<file path="src/verilog/efp_pkg.sv">
// constants and types shared by the flash program and erase sequencer
package efp_pkg;
  // array organisation: three code banks plus one data bank, 4 Kbytes each
  localparam int unsigned BANK_BYTES = 4096;
  localparam int unsigned NUM_BANKS = 4;
  localparam logic [1:0] DATA_BANK = 2'h3;
  localparam int unsigned ADDR_W = 14;
  localparam int unsigned BANK_LSB = 12;
  localparam int unsigned WL_BYTES = 32;
  localparam int unsigned WL_W = 9;
  localparam int unsigned WL_BANK_LSB = 7;
  // sector map: two sectors per code bank, eight finer sectors in the data bank
  localparam int unsigned P_SECS_PER_BANK = 2;
  localparam int unsigned NUM_PBANKS = 3;
  localparam int unsigned D_SECS = 8;
  localparam int unsigned NUM_SECS = P_SECS_PER_BANK * NUM_PBANKS + D_SECS;
  // stored word: data byte in the low bits, check nibble above
  localparam int unsigned DATA_W = 8;
  localparam int unsigned CHK_W = 4;
  localparam int unsigned CODE_W = DATA_W + CHK_W;
  localparam int unsigned CHK_LSB = 8;
  // timing at the 40 MHz system clock
  localparam int unsigned CLK_PS = 25000;
  localparam int unsigned READ_TIME_PS = 112500;
  localparam int unsigned PROG_TIME_NS = 2600000;
  localparam int unsigned ERASE_TIME_NS = 102000000;
  localparam int unsigned CLK_NS = CLK_PS / 1000;
  localparam int unsigned READ_CYC = (READ_TIME_PS + CLK_PS - 1) / CLK_PS;
  localparam int unsigned PROG_CYC = (PROG_TIME_NS + CLK_NS - 1) / CLK_NS;
  localparam int unsigned ERASE_CYC = (ERASE_TIME_NS + CLK_NS - 1) / CLK_NS;
  localparam int unsigned CNT_W = 32;
  localparam int unsigned RCNT_W = 3;

  typedef enum logic [2:0] {
    EFP_IDLE = 3'h1,
    EFP_PROG = 3'h2,
    EFP_ERASE = 3'h4
  } efp_op_e;

  typedef struct packed {
    efp_op_e op;
    logic [CNT_W-1:0] cnt;
    logic [NUM_BANKS-1:0] bank_busy;
    logic busy;
    logic done;
    logic aborted;
    logic refused;
    logic pg;
    logic [WL_W-1:0] pg_wl;
    logic [WL_BYTES*CODE_W-1:0] pg_data;
    logic er;
    logic [NUM_SECS-1:0] er_mask;
    logic rd_act;
    logic [RCNT_W-1:0] rd_cnt;
    logic [ADDR_W-1:0] raddr;
    logic [DATA_W-1:0] rdata;
    logic rd_ack;
    logic rd_fixed;
    logic rd_refused;
  } efp_st_s;
endpackage

</file>
<file path="src/verilog/efp_ecc_if.sv">
// byte to check-nibble link between the sequencer and one encoder
`timescale 1ns/100ps
`default_nettype none
interface efp_ecc_if;
  logic [7:0] data;
  logic [3:0] chk;
  modport user (output data, input chk);
  modport coder (input data, output chk);
endinterface
`default_nettype wire

</file>
<file path="src/verilog/efp_ecc_byte.sv">
// check-nibble encoder for one byte, single-error-correcting code
`timescale 1ns/100ps
`default_nettype none
module efp_ecc_byte (
  efp_ecc_if.coder link // byte in, check nibble out
);
  // all-zero byte gives all-zero check, so erased cells decode as zero
  assign link.chk[0] = link.data[0] ^ link.data[1] ^ link.data[3] ^ link.data[4] ^ link.data[6];
  assign link.chk[1] = link.data[0] ^ link.data[2] ^ link.data[3] ^ link.data[5] ^ link.data[6];
  assign link.chk[2] = link.data[1] ^ link.data[2] ^ link.data[3] ^ link.data[7];
  assign link.chk[3] = link.data[4] ^ link.data[5] ^ link.data[6] ^ link.data[7];
endmodule
`default_nettype wire

</file>
<file path="src/verilog/efp_seq.sv">
// flash program, erase and corrected-read sequencer
`timescale 1ns/100ps
`default_nettype none
// Function
// - program only whole 32-byte wordlines
// - erase whole sectors, singly or together
// - erased cells read back as zero
// - no single wordline erase exists
// - correct single-bit errors while reading
// - program and erase run in background
// - erase in progress can be aborted
// - four 4-Kbyte banks, one data bank
module efp_seq
  import efp_pkg::*;
#(
  parameter int unsigned PROG_CYCLES = PROG_CYC, // program duration
  parameter int unsigned ERASE_CYCLES = ERASE_CYC // erase duration
) (
  input wire logic clk, // system clock
  input wire logic sys_rst, // async reset, active high
  input wire logic rd_req, // read request
  input wire logic [ADDR_W-1:0] rd_addr, // read byte address
  output logic rd_ack, // read data valid pulse
  output logic [DATA_W-1:0] rd_data, // corrected read byte
  output logic rd_fixed, // a bit was corrected
  output logic rd_refused, // read hit a busy bank
  input wire logic pg_req, // program wordline request
  input wire logic [WL_W-1:0] pg_wl, // wordline index
  input wire logic [WL_BYTES*DATA_W-1:0] pg_data, // wordline data
  input wire logic er_req, // sector erase request
  input wire logic [NUM_SECS-1:0] er_mask, // sectors to erase
  input wire logic er_abort, // abort running erase
  output logic busy, // operation running
  output logic op_done, // operation ended pulse
  output logic op_aborted, // erase was aborted pulse
  output logic req_refused, // request refused pulse
  output logic [ADDR_W-1:0] arr_raddr, // array read address
  input wire logic [CODE_W-1:0] arr_rdata, // array read word
  output logic arr_pg, // array program strobe level
  output logic [WL_W-1:0] arr_pg_wl, // array program wordline
  output logic [WL_BYTES*CODE_W-1:0] arr_pg_data, // array program words
  output logic arr_er, // array erase level
  output logic [NUM_SECS-1:0] arr_er_mask // array erase sectors
);
  efp_st_s s_q;
  efp_st_s s_d;
  logic [WL_BYTES*CODE_W-1:0] enc_word;
  logic [CHK_W-1:0] rd_chk;
  logic [CHK_W-1:0] syn;
  logic [DATA_W-1:0] rd_fix_data;
  logic [NUM_BANKS-1:0] er_banks;

  efp_ecc_if enc_if [WL_BYTES+1] ();

  // one encoder per wordline byte, plus one for read checking
  for (genvar g = 0; g < WL_BYTES; g++) begin : g_enc
    assign enc_if[g].data = pg_data[g*DATA_W +: DATA_W];
    assign enc_word[g*CODE_W +: CODE_W] = {enc_if[g].chk, pg_data[g*DATA_W +: DATA_W]};
    efp_ecc_byte u_enc (
      .link(enc_if[g])
    );
  end
  assign enc_if[WL_BYTES].data = arr_rdata[DATA_W-1:0];
  assign rd_chk = enc_if[WL_BYTES].chk;
  efp_ecc_byte u_rd_enc (
    .link(enc_if[WL_BYTES])
  );

  // syndrome points at the flipped bit position
  assign syn = rd_chk ^ arr_rdata[CHK_LSB +: CHK_W];
  always_comb begin
    rd_fix_data = arr_rdata[DATA_W-1:0];
    case (syn)
      4'h3: rd_fix_data[0] = ~arr_rdata[0];
      4'h5: rd_fix_data[1] = ~arr_rdata[1];
      4'h6: rd_fix_data[2] = ~arr_rdata[2];
      4'h7: rd_fix_data[3] = ~arr_rdata[3];
      4'h9: rd_fix_data[4] = ~arr_rdata[4];
      4'hA: rd_fix_data[5] = ~arr_rdata[5];
      4'hB: rd_fix_data[6] = ~arr_rdata[6];
      4'hC: rd_fix_data[7] = ~arr_rdata[7];
      default: rd_fix_data = arr_rdata[DATA_W-1:0];
    endcase
  end

  // banks touched by a sector erase mask
  always_comb begin
    er_banks = '0;
    for (int i = 0; i < NUM_SECS; i++) begin
      if (er_mask[i]) begin
        if (i < P_SECS_PER_BANK * NUM_PBANKS) begin
          er_banks[i / P_SECS_PER_BANK] = 1'b1;
        end else begin
          er_banks[DATA_BANK] = 1'b1;
        end
      end
    end
  end

  // operation sequencer and read path
  always_comb begin
    s_d = s_q;
    s_d.done = 1'b0;
    s_d.aborted = 1'b0;
    s_d.refused = 1'b0;
    s_d.rd_ack = 1'b0;
    s_d.rd_refused = 1'b0;
    case (s_q.op)
      EFP_IDLE: begin
        if (pg_req) begin
          s_d.op = EFP_PROG;
          s_d.cnt = '0;
          s_d.busy = 1'b1;
          s_d.pg = 1'b1;
          s_d.pg_wl = pg_wl;
          s_d.pg_data = enc_word;
          s_d.bank_busy = '0;
          s_d.bank_busy[pg_wl[WL_BANK_LSB +: 2]] = 1'b1;
        end else if (er_req) begin
          if (er_mask == '0) begin
            s_d.refused = 1'b1;
          end else begin
            s_d.op = EFP_ERASE;
            s_d.cnt = '0;
            s_d.busy = 1'b1;
            s_d.er = 1'b1;
            s_d.er_mask = er_mask;
            s_d.bank_busy = er_banks;
          end
        end
      end
      EFP_PROG: begin
        s_d.refused = pg_req | er_req;
        if (s_q.cnt == CNT_W'(PROG_CYCLES - 1)) begin
          s_d.op = EFP_IDLE;
          s_d.pg = 1'b0;
          s_d.busy = 1'b0;
          s_d.bank_busy = '0;
          s_d.done = 1'b1;
        end else begin
          s_d.cnt = s_q.cnt + CNT_W'(1);
        end
      end
      EFP_ERASE: begin
        s_d.refused = pg_req | er_req;
        if (er_abort || s_q.cnt == CNT_W'(ERASE_CYCLES - 1)) begin
          s_d.op = EFP_IDLE;
          s_d.er = 1'b0;
          s_d.er_mask = '0;
          s_d.busy = 1'b0;
          s_d.bank_busy = '0;
          s_d.done = 1'b1;
          s_d.aborted = er_abort;
        end else begin
          s_d.cnt = s_q.cnt + CNT_W'(1);
        end
      end
      default: begin
        s_d.op = EFP_IDLE;
        s_d.pg = 1'b0;
        s_d.er = 1'b0;
        s_d.busy = 1'b0;
        s_d.bank_busy = '0;
      end
    endcase
    // reads run beside the sequencer on banks that are not busy
    if (s_q.rd_act) begin
      if (s_q.rd_cnt == RCNT_W'(READ_CYC - 1)) begin
        s_d.rd_act = 1'b0;
        s_d.rdata = rd_fix_data;
        s_d.rd_fixed = (syn != '0);
        s_d.rd_ack = 1'b1;
      end else begin
        s_d.rd_cnt = s_q.rd_cnt + RCNT_W'(1);
      end
    end else if (rd_req) begin
      if (s_q.bank_busy[rd_addr[BANK_LSB +: 2]]) begin
        s_d.rd_refused = 1'b1;
      end else begin
        s_d.rd_act = 1'b1;
        s_d.rd_cnt = '0;
        s_d.raddr = rd_addr;
      end
    end
  end

  // state register
  always_ff @(posedge clk or posedge sys_rst) begin
    if (sys_rst) begin
      s_q <= '{op: EFP_IDLE, default: '0};
    end else begin
      s_q <= s_d;
    end
  end

  // outputs straight from the state register
  assign rd_ack = s_q.rd_ack;
  assign rd_data = s_q.rdata;
  assign rd_fixed = s_q.rd_fixed;
  assign rd_refused = s_q.rd_refused;

  // operation status
  assign busy = s_q.busy;
  assign op_done = s_q.done;
  assign op_aborted = s_q.aborted;
  assign req_refused = s_q.refused;

  // array read and program drive
  assign arr_raddr = s_q.raddr;
  assign arr_pg = s_q.pg;
  assign arr_pg_wl = s_q.pg_wl;
  assign arr_pg_data = s_q.pg_data;

  // array erase drive
  assign arr_er = s_q.er;
  assign arr_er_mask = s_q.er_mask;
endmodule
`default_nettype wire

</file>
<file path="config.mk">
export PLATFORM = sky130hd
export DESIGN_NAME = efp_seq
export DESIGN_NICKNAME = d
export VERILOG_FILES = /design/src/verilog/efp_pkg.sv /design/src/verilog/efp_ecc_if.sv /design/src/verilog/efp_ecc_byte.sv /design/src/verilog/efp_seq.sv
export SDC_FILE = /design/constraint.sdc
export NUM_CORES = 1
export LEC_CHECK = 0
export BUFFER_PORTS_ARGS = -buffer_cell sky130_fd_sc_hd__buf_2
export CAP_MARGIN = 20
export CORE_AREA = 2 2 295 297
export CTS_CLUSTER_DIAMETER = 30
export DETAILED_ROUTE_END_ITERATION = 8
export DIE_AREA = 0 0 297 299
export PLACE_DENSITY = 0.48
export REMOVE_ABC_BUFFERS = 1
export SYNTH_ARGS = -nofsm -noshare
export SYNTH_HDL_FRONTEND = slang
export SYNTH_SLANG_ARGS = --single-unit
</file>
<file path="constraint.sdc">
create_clock -name clk -period 27.8 [get_ports clk]
set_input_delay 4.17 -clock clk [delete_from_list [all_inputs] [get_ports clk]]
set_output_delay 4.17 -clock clk [all_outputs]
set_load 0.005 [all_outputs]
</file>
# Word level (Yosys, flattened, before mapping)
# Index checks and enable logic that the tools add are counted.
word_totals:
  ff_bits: 481
  inputBits: 311
classes:
  addsub: 2
  n_lt_le_gt_ge: 3
  n_eq_ne: 26
  n_mux: 63
  bitwise: 476
  reduce_logical: 17
op_table:
  columns: ["cell", "n"]
  rows:
  - ["1-bit bitwise XOR", 462]
  - ["394-bit two-way mux", 1]
  - ["40-bit two-way mux", 3]
  - ["32-bit one-hot mux with 3 select lines", 1]
  - ["32-bit two-way mux", 2]
  - ["15-bit two-way mux", 4]
  - ["18-bit two-way mux", 2]
  - ["1-bit two-way mux", 33]
  - ["32-bit by 1-bit adder with 32-bit output, second input constant", 1]
  - ["32-bit by 17-bit equality test with 1-bit output, second input constant", 1]
  - ["32-bit by 22-bit equality test with 1-bit output, second input constant", 1]
  - ["14-bit one-hot mux with 2 select lines", 1]
  - ["2-bit inequality test, second input constant", 10]
  - ["4-bit equality test, second input constant", 4]
  - ["5-bit one-hot mux with 3 select lines", 1]
  - ["5-bit AND reduction", 3]
  - ["14-bit logical NOT", 1]
  - ["4-bit by 3-bit equality test with 1-bit output, second input constant", 3]
  - ["1-bit NOT", 12]
  - ["3-bit two-way mux", 3]
  - ["3-bit one-hot mux with 3 select lines", 1]
  - ["3-bit AND reduction", 3]
  - ["7-bit two-way mux", 1]
  - ["3-bit equality test, second input constant", 2]
  - ["other kinds (24)", 31]

# Logic depth before layout (Yosys ltp)
logic_depth:
  ltp_word: 12
  mapped_depth: 9

# Hierarchy
# A second synthesis with hierarchy kept.
hier_totals:
  hier_cells: 2053
  hier_area_um2: 26370.3
by_module_without_submodules:
  columns: ["module", "instances", "cells_each", "area_each_um2", "seq_area_each_um2"]
  rows:
  - ["efp_seq", 1, 1723, 22282.6, 12037.8]
  - ["efp_ecc_byte", 33, 10, 123.9, 0.0]

# Least setup slack after synthesis
# OpenSTA, ideal clock, no wires.
synth_path:
  kind: "input port to flip-flop"
  from: "input er_mask[10]"
  to: "register s_q[472] (netlist name)"
  setup_time_ns: 0.132
  t_arrival_ns: 6.311
  path_slack_ns: 21.357
  path_stages: 8
  path_buffers: 2
  path_cell_list: "or4_1 > or4_1 > buf_2 > a311oi_4 > buf_4 > nor4_1 > xnor2_1 > nor2_1"
synth_via:
  elab_chain_cells: 3
synth_rtl:
  columns: ["element", "line", "source"]
  rows:
  - ["start: declaration", "efp_seq.sv:31", "input wire logic [NUM_SECS-1:0] er_mask,"]
  - ["14-bit logical NOT", "efp_seq.sv:120", "if (er_mask == '0) begin"]
  - ["3-bit inequality test (no line)", null, null]
  - ["5-bit AND reduction (no line)", null, null]
  - ["end signal: assignment", "efp_seq.sv:190", "s_q <= '{op: EFP_IDLE, default: '0};"]
  - ["end signal: assignment", "efp_seq.sv:192", "s_q <= s_d;"]
  - ["end: declaration", "efp_seq.sv:45", "efp_st_s s_q;"]
# Every way passes these cells.
# A chain may end at the register's enable or synchronous reset.

# Worst setup path after layout
layout_path:
  from: "input pg_req"
  to: "register s_q, in the netlist arr_pg_data[56]"
layout_via:
  elab_chain_cells: 1
layout_rtl:
  columns: ["element", "line", "source"]
  rows:
  - ["start: declaration", "efp_seq.sv:27", "input wire logic pg_req,"]
  - ["2-bit AND reduction (no line)", null, null]
# Every way passes these cells.

==> qor.yml <==
result_of_the_run: "finished clean"
synth_sequential_area_ratio_pct: 47.2
design_power_total_uw: 3860
netlist_area_um2: 25500
via_per_inst: 4.19
max-vdd-ir-drop_uv: 97.3
synth_simple_gate_area_share_pct: 18.4
grt_use_total_pct: 17.2
clock_tree.root_cell: "sky130_fd_sc_hd__clkbuf_16"
cp_max_fo: 100
power_density_nw_per_um2: 120
static-leakage-power_uw: 0.0162
synth.area.top_cells: "sky130_fd_sc_hd__dfrtp_1 (47%), sky130_fd_sc_hd__nand2_1 (15%), sky130_fd_sc_hd__xnor2_1 (13%), sky130_fd_sc_hd__buf_4 (13%), sky130_fd_sc_hd__o21ai_0 (3.0%)"
area_growth_from_synthesis_to_layout_pct: 25.7
first_global_vias: 18993
async_flop_share_pct: 100
critical_path.startpoint_type: "input pin"
synth_mux_area_share_pct: 0.746
routed_wirelength_normalized_by_instance_count_um: 17.2
dr.pass1.iters: 5
finalWorstSetupSlack_ns: 20.69
clkSinkCount: 481
layout.nets: 3521
slew_violations: 0
place.port_buffers: 748
timing.setup.tns_ns: 0
clkLatencyLatePin_ns: 0.72
clock_tree.buffer_depth: 3
max_freq_mhz: 141
tritoncts: "yes"
final_antenna_net_count: 0
setup_repair_after_global_routing_missed_its_margin: "no"
clock_tree.htree_level_count: 4
finalCritPeriodShare_pct: 25.6
worstPathRequired_ns: 28.34
start_util_pct: 29.7
coreArea_um2: 85900
postSynth.topFlopCell: "sky130_fd_sc_hd__dfrtp_1"
dp_cells: 4218
yosys.cell_count.top_type: "sky130_fd_sc_hd__nand2_1"
nFillCells: 8947
layout-drive-gt1-share_pct: 31.1
synth_top_family_by_area: "simple AND/OR/NAND/NOR gates"
cts_hold_buffers: 0
final_hold_viol_count: 0
min_path_type: "register to register"
drt_wl_total_um: 77200
synth-adder-area-share_pct: 0.147
synth_area_per_cell_um2: 9.01
worst_slew_margin_rel_pct: 31.1
synth.ff_latch_count: 481
netSwitchingPower_uw: 1300
drv.max_cap_violation_count: 0
cts.repair.resized: 0
synth_enable_flop_cells: 0
postSynthCellCount: 2830
synth_xor_area_share_pct: 15.0
p_sw_share_pct: 33.7
synth.cells.most_frequent: "sky130_fd_sc_hd__nand2_1 (998), sky130_fd_sc_hd__dfrtp_1 (480), sky130_fd_sc_hd__buf_4 (430)"
timing.clock.skew_ns: 0.0230
final_cell_count_no_fill: 4482
dieArea_um2: 88800
timing.setup.critical_path_class: "input pin to register"
drc_errors: 0
floorplan.die.height_um: 299
timing_worst_slew_pin_value_ns: 1.03
end_kind: "register"
synth.lib_cells_used.distinct: 58
io_pins: 749
synth_compound_area_share_pct: 3.96
cts.repair_timing.setup_buffer_count: 0
post-synth-top-area-cell: "sky130_fd_sc_hd__dfrtp_1"
report.final.setup_viol: 0
cts_inserted_buffers: 142
timing.final.crit_period_ns: 7.11
clk_transition_reported_paths_ns: 0.04
grt_start_max_net_pins: 103
intPower_uw: 2560
grt_pass1_wl_um: 117000
floorplan.rows: 108
globalRoute.totalOverflow: 0
critPathArrivalTime_ns: 7.65
detailroute.via_count: 18790
hold_slack_ns: 0.455
gp_routability_congestion: 0.862
floorplan.die.width_um: 297
antenna_found_initial: 12
p_comb_share_pct: 28.5
share_clk_of_total_power_pct: 41.2
dp.final_hpwl_um: 56900
yosysTopAreaCellShare_pct: 47.1
yosysWarningCount: 0
detail_route.iter0.violations: 948
dp_slack_ns: 19.96
power_frac_seq_pct: 30.3
-- state kept, by name, indices dropped and copies added (netlist names) --
name,count
arr_er,1
arr_er_mask,14
arr_pg,1
arr_pg_data,384
arr_pg_wl,9
arr_raddr,14
busy,1
op_aborted,1
op_done,1
rd_ack,1
rd_data,8
rd_fixed,1
rd_refused,1
req_refused,1
s_q,43
-- logic make-up (layout without fill, tap and decap cells) --
group | count (synthesis) | after routing
xor gates and xnor gates | 427 | 427
and+or+nand+nor | 1165 | 1165
AOI/OAI and AO/OA | 183 | 183
other | 0 | 10
DFF | 481 | 481
adders and majority gates | 3 | 3
muxes | 16 | 16
buffers and inverters | 555 | 1042
-- per-stage QoR --
step | util (%) | instance area (µm²)
global route | 37.3 | 32000
floorplan | - | 21900
global placement | 31.7 | 27200
CTS | 37.2 | 32000
finish | 37.3 | 32000
detailed placement | 31.7 | 27200
-- layer usage --
layer | vias to the layer above | part of all wire [%] | global-route usage [%]
li1 | 9274 | - | -
met1 | 8818 | 42 | 20.8
met2 | 553 | 49 | 28.1
met3 | 139 | 6.4 | 5.39
met4 | 6 | 3.1 | 7.62
met5 | - | 0.053 | 0
-- critical path, cell delays in order --
cell and delay (ns):
sky130_fd_sc_hd__buf_2 0.19, sky130_fd_sc_hd__nand2_4 0.43, sky130_fd_sc_hd__buf_4 0.77, sky130_fd_sc_hd__buf_4 0.82
sky130_fd_sc_hd__buf_4 0.88, sky130_fd_sc_hd__o21ai_0 0.22
-- area by class of cell --
| cell class | instances | area, µm² | share of cell area [%] |
|---|---|---|---|
| tap | 1155 | 1450 | 4.51 |
| multi-input combinational | 1794 | 9770 | 30.5 |
| sequential | 481 | 12000 | 37.6 |
| inverter | 22 | 90.1 | 0.281 |
| antenna | 10 | 25.0 | 0.0781 |
| timing repair buffer | 766 | 3880 | 12.1 |
| clock buffer | 191 | 4040 | 12.6 |
| clock inverter | 63 | 752 | 2.35 |
-- final timing paths --
| check | slack, ns | cells past startpoint | startpoint | end |
|---|---|---|---|---|
| setup / recovery | 20.69 | 6 | pg_req | arr_pg_data[56] |
| hold / removal | 0.46 | 2 | arr_pg_data[382] | arr_pg_data[382] |
| setup reg to reg | 23.67 | 6 | s_q[480] | arr_pg_data[56] |
| hold reg to reg | 0.46 | 2 | arr_pg_data[382] | arr_pg_data[382] |
| max in group asynchronous | 21.94 | 4 | sys_rst | arr_pg_data[222] |
| min in group asynchronous | 3.58 | 2 | sys_rst | arr_raddr[0] |
-- cells in the final DEF, fill, tap and decap left out, types with 5 or more instances in the layout --
| master | n |
|---|---|
| sky130_fd_sc_hd__nand2b_1 | 7 |
| sky130_fd_sc_hd__nor4_1 | 15 |
| sky130_fd_sc_hd__a21oi_1 | 10 |
| sky130_fd_sc_hd__nor3_1 | 14 |
| sky130_fd_sc_hd__buf_2 | 748 |
| sky130_fd_sc_hd__clkinvlp_4 | 8 |
| sky130_fd_sc_hd__mux2_2 | 14 |
| sky130_fd_sc_hd__or3_1 | 5 |
| sky130_fd_sc_hd__xnor2_1 | 372 |
| sky130_fd_sc_hd__inv_16 | 6 |
| sky130_fd_sc_hd__or4_1 | 5 |
| sky130_fd_sc_hd__bufinv_16 | 9 |
| sky130_fd_sc_hd__nand3_1 | 32 |
| sky130_fd_sc_hd__diode_2 | 10 |
| sky130_fd_sc_hd__clkbuf_16 | 144 |
| sky130_fd_sc_hd__xor2_1 | 49 |
| sky130_fd_sc_hd__and4_1 | 5 |
| sky130_fd_sc_hd__dfrtp_1 | 480 |
| sky130_fd_sc_hd__nor2_1 | 44 |
| sky130_fd_sc_hd__buf_4 | 18 |
| sky130_fd_sc_hd__inv_1 | 20 |
| sky130_fd_sc_hd__o21ai_0 | 154 |
| sky130_fd_sc_hd__nand4_1 | 7 |
| sky130_fd_sc_hd__clkbuf_1 | 21 |
| sky130_fd_sc_hd__and3_1 | 7 |
| sky130_fd_sc_hd__clkinv_2 | 32 |
| sky130_fd_sc_hd__clkbuf_8 | 26 |
| sky130_fd_sc_hd__nand2_1 | 997 |
-- power by group through the flow --
stage / clock, µW / sequential, µW / combinational, µW
global placement: 0 / 1170 / 1120
finish: 1590 / 1170 / 1100
CTS: 1620 / 1170 / 1130
global route: 1670 / 1210 / 1240
detailed placement: 0 / 1180 / 1130
floorplan: 0 / 1210 / 601
(Power assumes the default switching activity.)
